--- config.mk ---
export PLATFORM = sky130hd
export DESIGN_NAME = ppc_config_regs
export DESIGN_NICKNAME = d
export VERILOG_FILES = /design/src/ppc_pkg.sv /design/src/ppc_clk_div.sv /design/src/ppc_config_regs.sv /design/src/ppc_mode_dec.sv
export SDC_FILE = /design/constraint.sdc
export NUM_CORES = 1
export LEC_CHECK = 0
export ABC_AREA = 1
export BUFFER_PORTS_ARGS = -buffer_cell sky130_fd_sc_hd__buf_2
export CORE_ASPECT_RATIO = 1.5
export CORE_UTILIZATION = 45
export CTS_CLUSTER_DIAMETER = 200
export DETAILED_ROUTE_END_ITERATION = 10
export PLACE_DENSITY = 0.64
export SLEW_MARGIN = 20
export SYNTH_ARGS = -nofsm -noshare
export SYNTH_HDL_FRONTEND = slang
export SYNTH_SLANG_ARGS = --single-unit
export TNS_END_PERCENT = 1
--- constraint.sdc ---
create_clock -name mclk -period 4.2 [get_ports mclk]
set_input_delay 0.21 -clock mclk [delete_from_list [all_inputs] [get_ports mclk]]
set_output_delay 0.21 -clock mclk [all_outputs]
set_load 0.02 [all_outputs]
--- src/ppc_pkg.sv ---
package ppc_pkg;

    // Configuration indexes; the bus byte address is four times the index
    localparam logic [7:0] IDX_ACTIVATE = 8'h30;
    localparam logic [7:0] IDX_BASE_HI = 8'h60;
    localparam logic [7:0] IDX_BASE_LO = 8'h61;
    localparam logic [7:0] IDX_IRQ_NUM = 8'h70;
    localparam logic [7:0] IDX_IRQ_TYPE = 8'h71;
    localparam logic [7:0] IDX_DMA_SEL = 8'h74;
    localparam logic [7:0] IDX_DMA2_RPT = 8'h75;
    localparam logic [7:0] IDX_PORT_CFG = 8'hf0;

    localparam int APB_AW = 12;
    localparam int IDX_LSB = 2;

    // Reset values
    localparam logic [7:0] RST_ACTIVATE = 8'h00;
    localparam logic [7:0] RST_BASE_HI = 8'h02;
    localparam logic [7:0] RST_BASE_LO = 8'h78;
    localparam logic [7:0] RST_IRQ_NUM = 8'h07;
    localparam logic [7:0] RST_IRQ_TYPE = 8'h02;
    localparam logic [7:0] RST_DMA_SEL = 8'h04;
    localparam logic [7:0] VAL_DMA2_RPT = 8'h04;
    localparam logic [7:0] RST_PORT_CFG = 8'hf2;
    localparam logic [7:0] RST_CTRL = 8'h00;
    localparam logic [7:0] RST_EXT_CTRL = 8'h00;

    // Writable bit masks
    localparam logic [7:0] WM_BASE_HI = 8'h07;
    localparam logic [7:0] WM_BASE_LO = 8'hfc;
    localparam logic [7:0] WM_IRQ_TYPE = 8'h02;
    localparam logic [7:0] WM_PORT_CFG = 8'hf3;

    // Field positions
    localparam int ACT_BIT = 0;
    localparam int CFG_MODE_LSB = 5;
    localparam int CFG_EXT_BIT = 4;
    localparam int CFG_PWR_BIT = 1;
    localparam int CFG_FLOAT_BIT = 0;
    localparam int EXTC_MODE_LSB = 5;
    localparam int CTRL_DIR_BIT = 5;
    localparam int CTL2_V19_BIT = 4;
    localparam int CTL2_IDX = 2;

    // Mode codes
    localparam logic [2:0] MODE_COMPAT = 3'h0;
    localparam logic [2:0] MODE_EXTENDED = 3'h1;
    localparam logic [2:0] MODE_EPP17 = 3'h2;
    localparam logic [2:0] MODE_EPP19 = 3'h3;
    localparam logic [2:0] MODE_ECP = 3'h4;
    localparam logic [2:0] MODE_ECP_EPP = 3'h7;
    localparam logic [2:0] EXTC_EPP_MODE = 3'h4;

    // Runtime offsets from the port base address
    localparam logic [15:0] RT_OFS_CTRL = 16'h0002;
    localparam logic [15:0] RT_OFS_EXT_CTRL = 16'h0402;
    localparam logic [15:0] RT_OFS_EXT_IDX = 16'h0403;
    localparam logic [15:0] RT_OFS_EXT_DATA = 16'h0404;
    localparam logic [15:0] RT_OFS_EXT_AUX = 16'h0405;

    typedef enum logic {APB_IDLE, APB_ACK} ppc_apb_e;

    typedef struct packed {
        logic active;
        logic [15:0] base_addr;
        logic [7:0] irq_num;
        logic irq_level_sel;
        logic [7:0] dma_chan;
    } ppc_cfg_s;

    typedef struct packed {
        logic [2:0] mode;
        logic data_dir_sw;
        logic epp_on;
        logic epp_v19;
        logic ecp_on;
        logic ecp_func;
        logic epp_tmo_en;
        logic irq_level;
    } ppc_modes_s;

    typedef struct packed {
        logic req;
        logic we;
        logic [15:0] addr;
        logic [7:0] wdata;
    } ppc_rt_req_s;

endpackage : ppc_pkg

--- src/ppc_clk_div.sv ---
`timescale 1ns/100ps
`default_nettype none
module ppc_clk_div #(
    parameter int unsigned DIV = 2
) (
    input wire logic mclk,
    input wire logic sys_rst,
    input wire logic run,
    output logic tick
);

    localparam int CW = (DIV > 1) ? $clog2(DIV) : 1;
    localparam logic [CW-1:0] LAST = CW'(DIV - 1);

    logic [CW-1:0] cnt_ff;

    if (DIV < 1)
    begin : g_bad_div
        $error("ppc_clk_div: DIV must be at least 1");
    end

    // Counter freezes while stopped, so the phase is kept
    always_ff @(posedge mclk)
    begin
        if (sys_rst)
        begin
            cnt_ff <= '0;
            tick <= 1'b0;
        end
        else if (!run)
        begin
            tick <= 1'b0;
        end
        else if (cnt_ff == LAST)
        begin
            cnt_ff <= '0;
            tick <= 1'b1;
        end
        else
        begin
            cnt_ff <= cnt_ff + 1'b1;
            tick <= 1'b0;
        end
    end

endmodule : ppc_clk_div
`default_nettype wire

--- src/ppc_config_regs.sv ---
// Our own choice: the APB register port.
`timescale 1ns/100ps
`default_nettype none
// Notes on behaviour
// Activation register at index 30h, read/write, resets to 00h.
// Base high byte bits 7-3 read zero; register resets to 02h.
// Software keeps base high bit 2 at zero.
// Base low byte bits 1-0 read zero; register resets to 78h.
// Software keeps base bit 2 zero for EPP in ECP or extended registers.
// Interrupt number and wake enable at 70h, read/write, resets to 07h.
// Interrupt type at 71h: only bit 1 writable, resets to 02h.
// Interrupt type bit 0 reads 1 in Extended mode, else 0.
// Index 75h reads 04h always; index 74h writable, resets to 04h.
// Port configuration at F0h is read/write, resets to F2h.
// Mode 000 compatible, 001 extended, 010 EPP 1.7, 011 EPP 1.9.
// Mode 100 ECP only, 111 ECP with EPP as mode 4; 101, 110 reserved.
// In ECP mode 4, EPP version follows second-level control bit 4.
// Software enables the port and writes C4h at base+2 first.
// Extended access clear: base+403h to 405h ignore writes, reads empty.
// Extended access set: base+403h to 405h respond to reads and writes.
// Power bit clear while active stops port clock; registers kept.
// Power bit set, the default, runs port clock; all modes work. The code also needs the activation bit set to run the clock.
// Float bit set and device inactive puts output pins in high impedance.
// Runtime mode comes from extended control register at base+402h.
// Configuration bits 3-2 ignore writes and read zero.
module ppc_config_regs #(
    parameter int unsigned PORT_CLK_DIV = 2,
    parameter int unsigned SECOND_LVL_DEPTH = 8
) (
    input wire logic mclk,
    input wire logic sys_rst,
    input wire logic psel,
    input wire logic penable,
    input wire logic pwrite,
    input wire logic [ppc_pkg::APB_AW-1:0] paddr,
    input wire logic [31:0] pwdata,
    input wire logic [3:0] pstrb,
    output logic [31:0] prdata,
    output logic pready,
    output logic pslverr,
    input wire ppc_pkg::ppc_rt_req_s rt_req,
    output logic rt_ack,
    output logic rt_hit,
    output logic [7:0] rt_rdata,
    output ppc_pkg::ppc_cfg_s cfg,
    output ppc_pkg::ppc_modes_s modes,
    output logic port_clk_tick,
    output logic pins_float,
    output logic data_out_en
);

    localparam int SLW = $clog2(SECOND_LVL_DEPTH);

    if (SECOND_LVL_DEPTH <= ppc_pkg::CTL2_IDX || SECOND_LVL_DEPTH > 256)
    begin : g_bad_depth
        $error("ppc_config_regs: SECOND_LVL_DEPTH out of range");
    end

    logic [7:0] activate_ff;
    logic [7:0] base_hi_ff;
    logic [7:0] base_lo_ff;
    logic [7:0] irq_num_ff;
    logic [7:0] irq_type_ff;
    logic [7:0] dma_sel_ff;
    logic [7:0] port_cfg_ff;
    logic [7:0] ctrl_ff;
    logic [7:0] ext_ctrl_ff;
    logic [7:0] ext_idx_ff;
    logic [7:0] ext_aux_ff;
    logic [7:0] second_lvl_ff [SECOND_LVL_DEPTH];
    ppc_pkg::ppc_apb_e apb_state_ff;

    logic dev_active;
    logic ext_en;
    logic [15:0] base_addr;
    logic [15:0] rt_ofs;
    logic [7:0] cfg_idx;
    logic idx_ok;
    logic mapped;
    logic [7:0] rd_val;
    logic wr_en;
    logic sl_ok;
    logic sel_ctrl;
    logic sel_ext_ctrl;
    logic sel_idx;
    logic sel_data;
    logic sel_aux;
    logic rt_sel_any;
    logic [7:0] rt_rd_val;
    logic rt_wr;
    ppc_pkg::ppc_modes_s nxt_modes;

    function automatic logic [7:0] masked_write(
        input logic [7:0] old_val,
        input logic [7:0] new_val,
        input logic [7:0] mask
    );
        return (old_val & ~mask) | (new_val & mask);
    endfunction : masked_write

    assign dev_active = activate_ff[ppc_pkg::ACT_BIT];
    assign ext_en = port_cfg_ff[ppc_pkg::CFG_EXT_BIT];
    // Forced-zero bits are never stored, so the base is the raw pair
    assign base_addr = {base_hi_ff, base_lo_ff};
    assign rt_ofs = rt_req.addr - base_addr;
    assign cfg_idx = paddr[ppc_pkg::IDX_LSB +: 8];
    assign idx_ok = (paddr[ppc_pkg::IDX_LSB-1:0] == '0)
        && (paddr[ppc_pkg::APB_AW-1:ppc_pkg::IDX_LSB+8] == '0);
    assign sl_ok = (ext_idx_ff < SECOND_LVL_DEPTH);

    // Register read mux and decode
    always_comb
    begin
        rd_val = '0;
        mapped = idx_ok;
        unique case (cfg_idx)
            // activation readback
            ppc_pkg::IDX_ACTIVATE: rd_val = activate_ff;
            ppc_pkg::IDX_BASE_HI: rd_val = base_hi_ff;
            ppc_pkg::IDX_BASE_LO: rd_val = base_lo_ff;
            ppc_pkg::IDX_IRQ_NUM: rd_val = irq_num_ff;
            // bit 0 tracks the mode
            ppc_pkg::IDX_IRQ_TYPE: rd_val = irq_type_ff | {7'h00, nxt_modes.irq_level};
            ppc_pkg::IDX_DMA_SEL: rd_val = dma_sel_ff;
            // fixed report
            ppc_pkg::IDX_DMA2_RPT: rd_val = ppc_pkg::VAL_DMA2_RPT;
            ppc_pkg::IDX_PORT_CFG: rd_val = port_cfg_ff;
            default: mapped = 1'b0;
        endcase
    end

    // Commit only at the edge where the master sees pready high
    assign wr_en = (apb_state_ff == ppc_pkg::APB_ACK) && psel && penable
        && pwrite && mapped && pstrb[0];

    // APB answer: one wait state on every access
    always_ff @(posedge mclk)
    begin
        if (sys_rst)
        begin
            apb_state_ff <= ppc_pkg::APB_IDLE;
            pready <= 1'b0;
            pslverr <= 1'b0;
            prdata <= '0;
        end
        else
        begin
            unique case (apb_state_ff)
                ppc_pkg::APB_IDLE:
                begin
                    if (psel && penable)
                    begin
                        apb_state_ff <= ppc_pkg::APB_ACK;
                        pready <= 1'b1;
                        pslverr <= !mapped;
                        prdata <= (pwrite || !mapped) ? '0 : {24'h000000, rd_val};
                    end
                end
                ppc_pkg::APB_ACK:
                begin
                    apb_state_ff <= ppc_pkg::APB_IDLE;
                    pready <= 1'b0;
                    pslverr <= 1'b0;
                end
            endcase
        end
    end

    // Configuration registers
    always_ff @(posedge mclk)
    begin
        if (sys_rst)
        begin
            // activation reset
            activate_ff <= ppc_pkg::RST_ACTIVATE;
            // base high reset
            base_hi_ff <= ppc_pkg::RST_BASE_HI;
            // base low reset
            base_lo_ff <= ppc_pkg::RST_BASE_LO;
            // interrupt number reset
            irq_num_ff <= ppc_pkg::RST_IRQ_NUM;
            // interrupt type reset
            irq_type_ff <= ppc_pkg::RST_IRQ_TYPE;
            // DMA select reset
            dma_sel_ff <= ppc_pkg::RST_DMA_SEL;
            // configuration reset
            port_cfg_ff <= ppc_pkg::RST_PORT_CFG;
        end
        else if (wr_en)
        begin
            unique case (cfg_idx)
                ppc_pkg::IDX_ACTIVATE: activate_ff <= pwdata[7:0];
                // upper bits stay zero
                ppc_pkg::IDX_BASE_HI:
                    base_hi_ff <= masked_write(base_hi_ff, pwdata[7:0], ppc_pkg::WM_BASE_HI);
                // low two bits stay zero
                ppc_pkg::IDX_BASE_LO:
                    base_lo_ff <= masked_write(base_lo_ff, pwdata[7:0], ppc_pkg::WM_BASE_LO);
                // full byte write
                ppc_pkg::IDX_IRQ_NUM: irq_num_ff <= pwdata[7:0];
                // only bit 1 stored
                ppc_pkg::IDX_IRQ_TYPE:
                    irq_type_ff <= masked_write(irq_type_ff, pwdata[7:0], ppc_pkg::WM_IRQ_TYPE);
                ppc_pkg::IDX_DMA_SEL: dma_sel_ff <= pwdata[7:0];
                // reserved bits dropped
                ppc_pkg::IDX_PORT_CFG:
                    port_cfg_ff <= masked_write(port_cfg_ff, pwdata[7:0], ppc_pkg::WM_PORT_CFG);
                default: activate_ff <= activate_ff;
            endcase
        end
    end

    // Runtime decode; an inactive device selects no register and reads zero
    always_comb
    begin
        sel_ctrl = 1'b0;
        sel_ext_ctrl = 1'b0;
        sel_idx = 1'b0;
        sel_data = 1'b0;
        sel_aux = 1'b0;
        rt_rd_val = '0;
        if (dev_active)
        begin
            unique case (rt_ofs)
                ppc_pkg::RT_OFS_CTRL:
                begin
                    sel_ctrl = 1'b1;
                    rt_rd_val = ctrl_ff;
                end
                // runtime mode register
                ppc_pkg::RT_OFS_EXT_CTRL:
                begin
                    sel_ext_ctrl = 1'b1;
                    rt_rd_val = ext_ctrl_ff;
                end
                // gated by extended access
                // open when access bit set
                ppc_pkg::RT_OFS_EXT_IDX:
                begin
                    sel_idx = ext_en;
                    rt_rd_val = ext_en ? ext_idx_ff : '0;
                end
                ppc_pkg::RT_OFS_EXT_DATA:
                begin
                    sel_data = ext_en;
                    rt_rd_val = (ext_en && sl_ok) ? second_lvl_ff[ext_idx_ff[SLW-1:0]] : '0;
                end
                ppc_pkg::RT_OFS_EXT_AUX:
                begin
                    sel_aux = ext_en;
                    rt_rd_val = ext_en ? ext_aux_ff : '0;
                end
                default: sel_ctrl = 1'b0;
            endcase
        end
    end

    assign rt_sel_any = sel_ctrl | sel_ext_ctrl | sel_idx | sel_data | sel_aux;
    assign rt_wr = rt_req.req & rt_req.we;

    // Runtime answer one cycle after the request
    always_ff @(posedge mclk)
    begin
        if (sys_rst)
        begin
            rt_ack <= 1'b0;
            rt_hit <= 1'b0;
            rt_rdata <= '0;
        end
        else
        begin
            rt_ack <= rt_req.req;
            rt_hit <= rt_req.req & rt_sel_any;
            rt_rdata <= (rt_req.req && !rt_req.we) ? rt_rd_val : '0;
        end
    end

    // Runtime registers; kept while the port clock is stopped
    always_ff @(posedge mclk)
    begin
        if (sys_rst)
        begin
            ctrl_ff <= ppc_pkg::RST_CTRL;
            ext_ctrl_ff <= ppc_pkg::RST_EXT_CTRL;
            ext_idx_ff <= '0;
            ext_aux_ff <= '0;
        end
        else if (rt_wr)
        begin
            if (sel_ctrl)
            begin
                ctrl_ff <= rt_req.wdata;
            end
            if (sel_ext_ctrl)
            begin
                ext_ctrl_ff <= rt_req.wdata;
            end
            // writes dropped when closed
            if (sel_idx)
            begin
                ext_idx_ff <= rt_req.wdata;
            end
            if (sel_aux)
            begin
                ext_aux_ff <= rt_req.wdata;
            end
        end
    end

    // Second-level registers behind the index/data pair
    always_ff @(posedge mclk)
    begin
        if (sys_rst)
        begin
            for (int i = 0; i < SECOND_LVL_DEPTH; i++)
            begin
                second_lvl_ff[i] <= '0;
            end
        end
        // data port reaches the array
        else if (rt_wr && sel_data && sl_ok)
        begin
            second_lvl_ff[ext_idx_ff[SLW-1:0]] <= rt_req.wdata;
        end
    end

    // mode field decode
    // ECP and reserved codes
    // EPP version in mode 4
    ppc_mode_dec ppc_mode_dec_i (
        .cfg_mode(port_cfg_ff[ppc_pkg::CFG_MODE_LSB +: 3]),
        .rt_mode(ext_ctrl_ff[ppc_pkg::EXTC_MODE_LSB +: 3]),
        .ctl2_v19(second_lvl_ff[ppc_pkg::CTL2_IDX][ppc_pkg::CTL2_V19_BIT]),
        .active(dev_active),
        .pwr_on(port_cfg_ff[ppc_pkg::CFG_PWR_BIT]),
        .flags(nxt_modes)
    );

    // clock stops when power bit clear
    // clock runs when power bit set and the device is active
    ppc_clk_div #(
        .DIV(PORT_CLK_DIV)
    ) ppc_clk_div_i (
        .mclk(mclk),
        .sys_rst(sys_rst),
        .run(dev_active & port_cfg_ff[ppc_pkg::CFG_PWR_BIT]),
        .tick(port_clk_tick)
    );

    // Outputs are registered so the pins never glitch on decode
    always_ff @(posedge mclk)
    begin
        if (sys_rst)
        begin
            cfg <= '0;
            modes <= '0;
            pins_float <= 1'b0;
            data_out_en <= 1'b0;
        end
        else
        begin
            cfg.active <= dev_active;
            cfg.base_addr <= base_addr;
            cfg.irq_num <= irq_num_ff;
            cfg.irq_level_sel <= irq_type_ff[1];
            cfg.dma_chan <= dma_sel_ff;
            modes <= nxt_modes;
            // float only while inactive
            pins_float <= port_cfg_ff[ppc_pkg::CFG_FLOAT_BIT] & !dev_active;
            // compatible mode drives data unless the pins float
            data_out_en <= !(port_cfg_ff[ppc_pkg::CFG_FLOAT_BIT] && !dev_active)
                && !(nxt_modes.data_dir_sw && ctrl_ff[ppc_pkg::CTRL_DIR_BIT]);
        end
    end

endmodule : ppc_config_regs
`default_nettype wire

--- src/ppc_mode_dec.sv ---
`timescale 1ns/100ps
`default_nettype none
module ppc_mode_dec (
    input wire logic [2:0] cfg_mode,
    input wire logic [2:0] rt_mode,
    input wire logic ctl2_v19,
    input wire logic active,
    input wire logic pwr_on,
    output ppc_pkg::ppc_modes_s flags
);

    always_comb
    begin
        flags = '0;
        flags.mode = cfg_mode;
        unique case (cfg_mode)
            ppc_pkg::MODE_COMPAT:
            begin
                flags.data_dir_sw = 1'b0;
            end
            ppc_pkg::MODE_EXTENDED:
            begin
                flags.data_dir_sw = 1'b1;
                flags.irq_level = 1'b1;
            end
            ppc_pkg::MODE_EPP17:
            begin
                flags.epp_on = 1'b1;
            end
            ppc_pkg::MODE_EPP19:
            begin
                flags.epp_on = 1'b1;
                flags.epp_v19 = 1'b1;
            end
            ppc_pkg::MODE_ECP:
            begin
                flags.ecp_on = 1'b1;
                flags.data_dir_sw = 1'b1;
            end
            ppc_pkg::MODE_ECP_EPP:
            begin
                flags.ecp_on = 1'b1;
                flags.data_dir_sw = 1'b1;
                flags.epp_on = (rt_mode == ppc_pkg::EXTC_EPP_MODE);
                flags.epp_v19 = flags.epp_on & ctl2_v19;
            end
            // Reserved codes enable no protocol
            default:
            begin
                flags.data_dir_sw = 1'b0;
            end
        endcase
        // Without the port clock ECP and the EPP timeout cannot run
        flags.ecp_func = flags.ecp_on & active & pwr_on;
        flags.epp_tmo_en = flags.epp_on & active & pwr_on;
    end

endmodule : ppc_mode_dec
`default_nettype wire

Word-level counts from Yosys, hierarchy flattened
Memories as Yosys holds them, arrays and structs flattened. A register that Yosys moved wholly into a read port is not among the register bits.
Index checks and enable logic that the tools add are counted.

word-level totals
  memories kept = 1
  memory bits (writable) = 64
  bits in registers = 181
  logic and storage cells = 162

operators by class
  $add $sub $neg = 2
  bitwise logic cells = 22
  magnitude comparators = 1
  reductions and logical operators = 41
  multiplexer cells = 40
  equal/unequal tests = 20

memories
  name           words  width  rd ports  clocked after Yosys merged registers in  wr ports  line                   source
  second_lvl_ff  8      8      2         1                                        8         ppc_config_regs.sv:70  logic [7:0] second_lvl_ff [SECOND_LVL_DEPTH];

operator list
  cell                    count
  $eq A16 B11 Y1 const B  4
  $pmux W8 S8             1
  $eq A8 B7 Y1 const B    6
  $mux W8                 5
  $pmux W8 S5             1
  $mux W1                 25
  $reduce_and A2 Y1       12
  $eq A16 B2 Y1 const B   1
  $reduce_or A8 Y1        2
  $sub A16 B16 Y16        1
  $logic_and A1 B1 Y1     14
  $pmux W1 S2             5
  $and A1 B1 Y1           9
  $eq A3 B3 Y1 const B    3
  $mux W3                 3
  $eq A8 B6 Y1 const B    1
  $eq A8 B8 Y1 const B    1
  $lt A8 B4 Y1 const B    1
  $or A2 B8 Y8            1
  $or A4 B8 Y8            1
  $or A8 B1 Y8            1
  $or A8 B2 Y8            1
  $or A8 B3 Y8            1
  $eq A3 B2 Y1 const B    2
  other kinds (10)        24

Depth between registers and ports, before layout
  depth after elaboration = 11
  depth in mapped cells = 19
  mapped depth without buffers = 18

Cells and area by module
From an unflattened synthesis, not the netlist that was laid out.

second synthesis, totals
  cells, all modules = 1,236
  area total of the unflattened synthesis = 9,669.3 µm²

modules (own cells, without submodules)
  module           sequential area each (µm²)  cells each  times used  area an instance (µm²)
  ppc_config_regs  4,624.4                     1,203       1           9,490.4
  ppc_mode_dec     0.0                         25          1           113.9
  ppc_clk_div      40.0                        8           1           65.1

Worst setup path after synthesis
OpenSTA, ideal clock, no wires.

  path kind = reg2reg
  start point = reg base_lo_ff[2]
  end point = mem second_lvl_ff[1][0], enable pin
  clock period less this slack = 2.754 ns
  arrival time = 2.425 ns
  buffers on the path = 1
  path slack = 1.446 ns
  cell stages (with the launch flop) = 19
  cell sequence = dfxtp_1 -> inv_1 -> ha_1 -> nor2_2 -> inv_2 -> nand2_1 -> nand2_1 -> nand2_1 -> nand2_1 -> nand2_1 -> nand2_1 -> nor2_2 -> nand3_1 -> nor2_2 -> buf_4 -> nand3_4 -> nor2_8 -> nand3_4 -> nand2_1

RTL lines
  what                      line                    source
  start: declaration        ppc_config_regs.sv:61   logic [7:0] base_lo_ff;
  start signal: assignment  ppc_config_regs.sv:179  base_lo_ff <= ppc_pkg::RST_BASE_LO;
  start signal: assignment  ppc_config_regs.sv:198  base_lo_ff <= masked_write(base_lo_ff, pwdata[7:0], ppc_pkg::WM_BASE_LO);
  end: declaration          ppc_config_regs.sv:70

==> results <==
- The flow ran to the end, and the final reports show no timing, DRC or antenna violations.
- Across the VDD grid, the largest voltage drop is 0.2504 mV.
- Walking the worst path, the cells encountered are inv_1, ha_1, nand2_1, nor2_1, nand2_1, nand3_1, nand2_1, nand2_1, nand3_1, nor2_1, nand3_4, nor2_8, nand3_4, nand2_1.
- The total count of hold-check failures in the final report is 0.
- At the worst endpoint, the arrival time is 3460 ps.
- The worst slew margin relative to its limit is 0.5181.
- The setup check on the worst reg-to-reg path leaves a slack of 880 ps.
- The final route contains 8434 vias.
- The I/O pin count is 170.
- The violation count after the first detailed-routing iteration is 694.
- The path type of the worst min-delay path is in2reg.
- Broken down by cell family, the worst path's largest delay share belongs to simple AND/OR/NAND/NOR gates.
- The time the worst path needs with I/O delays and setup is 3319 ps.
- Along the worst path, the maximum fanout reaches 9.
- By area the synthesized netlist is led by sky130_fd_sc_hd__dfxtp_1, sky130_fd_sc_hd__edfxtp_1, sky130_fd_sc_hd__nor2_1, sky130_fd_sc_hd__nand2_1, sky130_fd_sc_hd__inv_1.
- The share of the Yosys chip area taken by registers is 0.4799.
- CTS saw 201 sinks.
- The critical path is of the reg2reg type.
- For this design, the slowest cell found on the critical path is sky130_fd_sc_hd__nand2_1.
- The clock latency of the later-clocked register in the worst-skew pair is 500 ps.
- In this run the deepest clock path goes through 3 buffers.
- The endpoint of the most critical register-to-register path is second_lvl_ff[6][1].
- Post-CTS timing repair inserted 0 buffers for setup.
- The startpoint identified for the worst hold timing path is rt_req[1].
- Measured along the x axis, the die boundary spans 122.0 um.
- The count of buffering cells on the critical path with inverters included is 1.
- The leakage power figure is 5.224 nW.
- From synthesis to final layout, the design area changed by 14.30%.
- Of the post-synthesis cell area, the dominant cell type holds 0.2821.
- Clock tree synthesis selected as its root buffer the cell sky130_fd_sc_hd__clkbuf_16.
- Setup repair after global routing left no endpoint under its margin.
- The cell taking the most area after synthesis is sky130_fd_sc_hd__dfxtp_1.
- The die span in y is 182.0 um.
- For this run, the total global-route usage over all layers was measured as 0.2438.
- The detailed-routing iteration count for the pre-antenna-repair pass is 5.
- In the final routed layout, each cell accounts on average for 16.08 um.
- The logic depth of the worst register-to-register path is 14.
- Summed over all layers, the global routing overflow is 0.
- The TritonCTS clock tree is built.
- After floorplanning, the core was sized to cover 0.02115 mm^2.
- The placer's final routability congestion estimate is 0.8864.
- The number of antenna cells inserted is 0.
- The peak clock frequency supported by timing is 0.3013 GHz.
- The final sum of negative setup slack is 0 ps.
- For this configuration, the core starts out at a cell density of 0.4597.
- The clock input transition at the sequential cells of the worst setup and hold paths is 60 ps.
- Power spread over the standard cell area amounts to 368.4 mW/mm^2.
- The fraction of registers with async set/reset is 0.
- The number of flops mapped to enable cells by yosys is 64.
- The critical path required time is 4340 ps.
- After synthesis, the netlist uses 42 different library cells.
- Dividing the synthesized area by the synthesized cell count gives 7.684 um^2.
- The synthesized area is 0.009721 mm^2.
- Across all setup checks in the final design, the least slack found is 880.9 ps.
- The first global-routing pass estimated 41600 um of wire.
- For the pin with the worst max-slew slack, the measured transition is 720.6 ps.
- The final worst clock skew is 18.22 ps.
- Dividing the final minimum period by the clock period gives 0.7903.
- The area of the die is 0.02221 mm^2.
- The number of max-slew violations in the final report is 0.
- The share of cells above drive strength 1 is 0.1371.
- The element type at the critical path end is a flop.
- The via count of the first global-routing pass came to 8113.
- On the worst path, the slowest cell contributes a delay of 400 ps.
- The number of cell rows is 65.
- The end point of the most critical hold path is ctrl_ff[1].
- The number of levels the H-tree was split into is 1.
- The post-detailed-route via-to-cell ratio is 5.099.
- The final layout net count is 1462.
- Entering global routing, the biggest net connects 67 pins.
- The startpoint identified for the worst register-to-register timing path is base_lo_ff[5].
- The half-perimeter wire length after placement is 19300 um.
- Among the stages of the critical path, the cell type that occurs most often is sky130_fd_sc_hd__nand2_1.
- STA classifies the critical path startpoint as a flop.
- Counting flops and latches in the post-synthesis netlist gives 201.
- The remaining antenna violation count is 0.
- The worst hold path was traced through 2 stages.
- The number of design rule violations left after detail routing is 0.
- The number of endpoints failing setup at the final stage is 0.
- The count of input and output buffers is 111.
- Prior to clock tree synthesis, the placed netlist has a worst setup slack of 874.9 ps.
- In this run, CTS created clock tree buffers numbering 20.
- Among all flip-flop cells after synthesis, the most frequent one is sky130_fd_sc_hd__dfxtp_1.
- The post-detailed-routing wire length is 26600 um.
- Counting every instance in the synthesized netlist gives 1265.
- Max-cap violations in this run came to 0.
- The number of antenna violations at the first check in global routing was 0.
- The total of warnings raised by yosys is 0.
-- cell usage in the layout (no fill, tap or decap), drive strengths merged, types with 12 or more instances in the layout --
cell	count
conb	33
nand3	76
o22ai	16
clkbuf	26
nor3	16
o21ai	62
nand2	232
buf	123
o211ai	12
edfxtp	64
inv	176
a21oi	28
dfxtp	137
nand4	51
nor2	254
clkinv	17
-- flip-flops by register name (all words and copies together), names as in the netlist, 3 cells and up, named ones only --
register,flops
irq_num_ff,8
cfg,27
ctrl_ff,8
ext_idx_ff,8
ext_aux_ff,8
second_lvl_ff,64
activate_ff,8
prdata,8
dma_sel_ff,8
port_cfg_ff,6
modes,10
base_lo_ff,6
base_hi_ff,3
rt_rdata,8
ext_ctrl_ff,8
-- worst max path at each step --
| stage | from | to | slack [ps] | depth (start not counted) |
|---|---|---|---|---|
| 6_report | base_lo_ff[5] | second_lvl_ff[6][1] | 880 | 14 |
| 5_1_grt | base_lo_ff[5] | second_lvl_ff[7][7] | 660 | 14 |
| 2_1_floorplan | base_lo_ff[2] | second_lvl_ff[1][0] | 1450 | 18 |
| 3_3_place_gp | base_lo_ff[5] | second_lvl_ff[6][4] | 930 | 14 |
| 4_1_cts | base_lo_ff[5] | second_lvl_ff[7][7] | 850 | 14 |
| 3_5_place_dp | base_lo_ff[2] | second_lvl_ff[7][4] | 870 | 15 |
-- through the flow --
step           hold slack [ps]  total power (W)  cells  area (um^2)    util
4_1_cts                  2.148         0.004110   1654        11110  0.5254
6_report                 12.79         0.004093   1654        11110  0.5254
5_1_grt                  14.64         0.004223   1654        11110  0.5254
2_1_floorplan            328.3         0.002269   1296         9837       -
3_3_place_gp             438.1         0.002338   1612        10400  0.4920
3_5_place_dp             441.4         0.002341   1612        10400  0.4920
-- Yosys cell counts (2+ instances only) --
master	n
sky130_fd_sc_hd__nor2_1	247
sky130_fd_sc_hd__nand2_1	231
sky130_fd_sc_hd__inv_1	170
sky130_fd_sc_hd__dfxtp_1	137
sky130_fd_sc_hd__nand3_1	66
sky130_fd_sc_hd__edfxtp_1	64
sky130_fd_sc_hd__o21ai_0	62
sky130_fd_sc_hd__nand4_1	47
sky130_fd_sc_hd__buf_4	33
sky130_fd_sc_hd__clkbuf_1	30
sky130_fd_sc_hd__a21oi_1	27
sky130_fd_sc_hd__o22ai_1	16
sky130_fd_sc_hd__clkinv_1	12
sky130_fd_sc_hd__o211ai_1	12
sky130_fd_sc_hd__a211oi_1	11
sky130_fd_sc_hd__ha_1	11
sky130_fd_sc_hd__nor3_1	11
sky130_fd_sc_hd__nand3_4	9
sky130_fd_sc_hd__buf_2	8
sky130_fd_sc_hd__o21a_1	8
sky130_fd_sc_hd__a32o_1	5
sky130_fd_sc_hd__inv_2	5
sky130_fd_sc_hd__nor2_2	5
sky130_fd_sc_hd__nor3_2	5
sky130_fd_sc_hd__buf_1	4
sky130_fd_sc_hd__nand4_2	4
sky130_fd_sc_hd__o221ai_1	4
sky130_fd_sc_hd__nand3b_1	3
sky130_fd_sc_hd__a221oi_1	2
sky130_fd_sc_hd__conb_1	2
sky130_fd_sc_hd__nor4_1	2
sky130_fd_sc_hd__o2111ai_1	2
-- where the power goes --
group,total (W),switching [W],internal (W)
registers,0.00204,0.00000902,0.00203
logic,0.000264,0.000192,0.0000715
clock network,0.00179,0.000773,0.00102
-- logic make-up after synthesis --
logic type               share of synthesized area
flip-flops                                  0.4799
other                                    0.0007726
buffers and inverters                       0.1149
XOR/XNOR                                 0.0009012
AND/OR/NAND/NOR                             0.2933
adder cells (fa/ha/maj)                    0.01416
AO/OA/AOI/OAI                              0.09603
-- routing by layer --
layer	vias to the layer above	wire length [um]	track usage
met5	-	0	0
met4	0	1351	0.1254
li1	4255	-	-
met2	226	14310	0.4590
met1	3877	9879	0.2621
met3	76	1054	0.02450
-- worst reg2reg max path, delay by kind of cell, from the launching register on --
family / cells / cell delay [ps]
fa+ha+maj: 1 / 390
buf+inv: 1 / 120
simple gates: 12 / 2120
flops: 1 / 330
-- area by class of cell --
type | instances | area, um^2
clock buffers | 26 | 564.3
clock inverters | 10 | 83.83
fillers | 2094 | 10030
inverters | 187 | 701.9
multi-input cells | 833 | 4055
flip-flops and latches | 201 | 4664
well taps | 268 | 335.3
repair buffers | 129 | 705.7
-- what timing repair did --
action | 4_1_cts | 5_1_grt
hold buffers | 6 | 0
resized for setup | 0 | 0
endpoints found under the setup margin | 0 | 0
endpoints found under the hold margin | 6 | 0
Note: power is estimated with default switching activity, not from simulation.
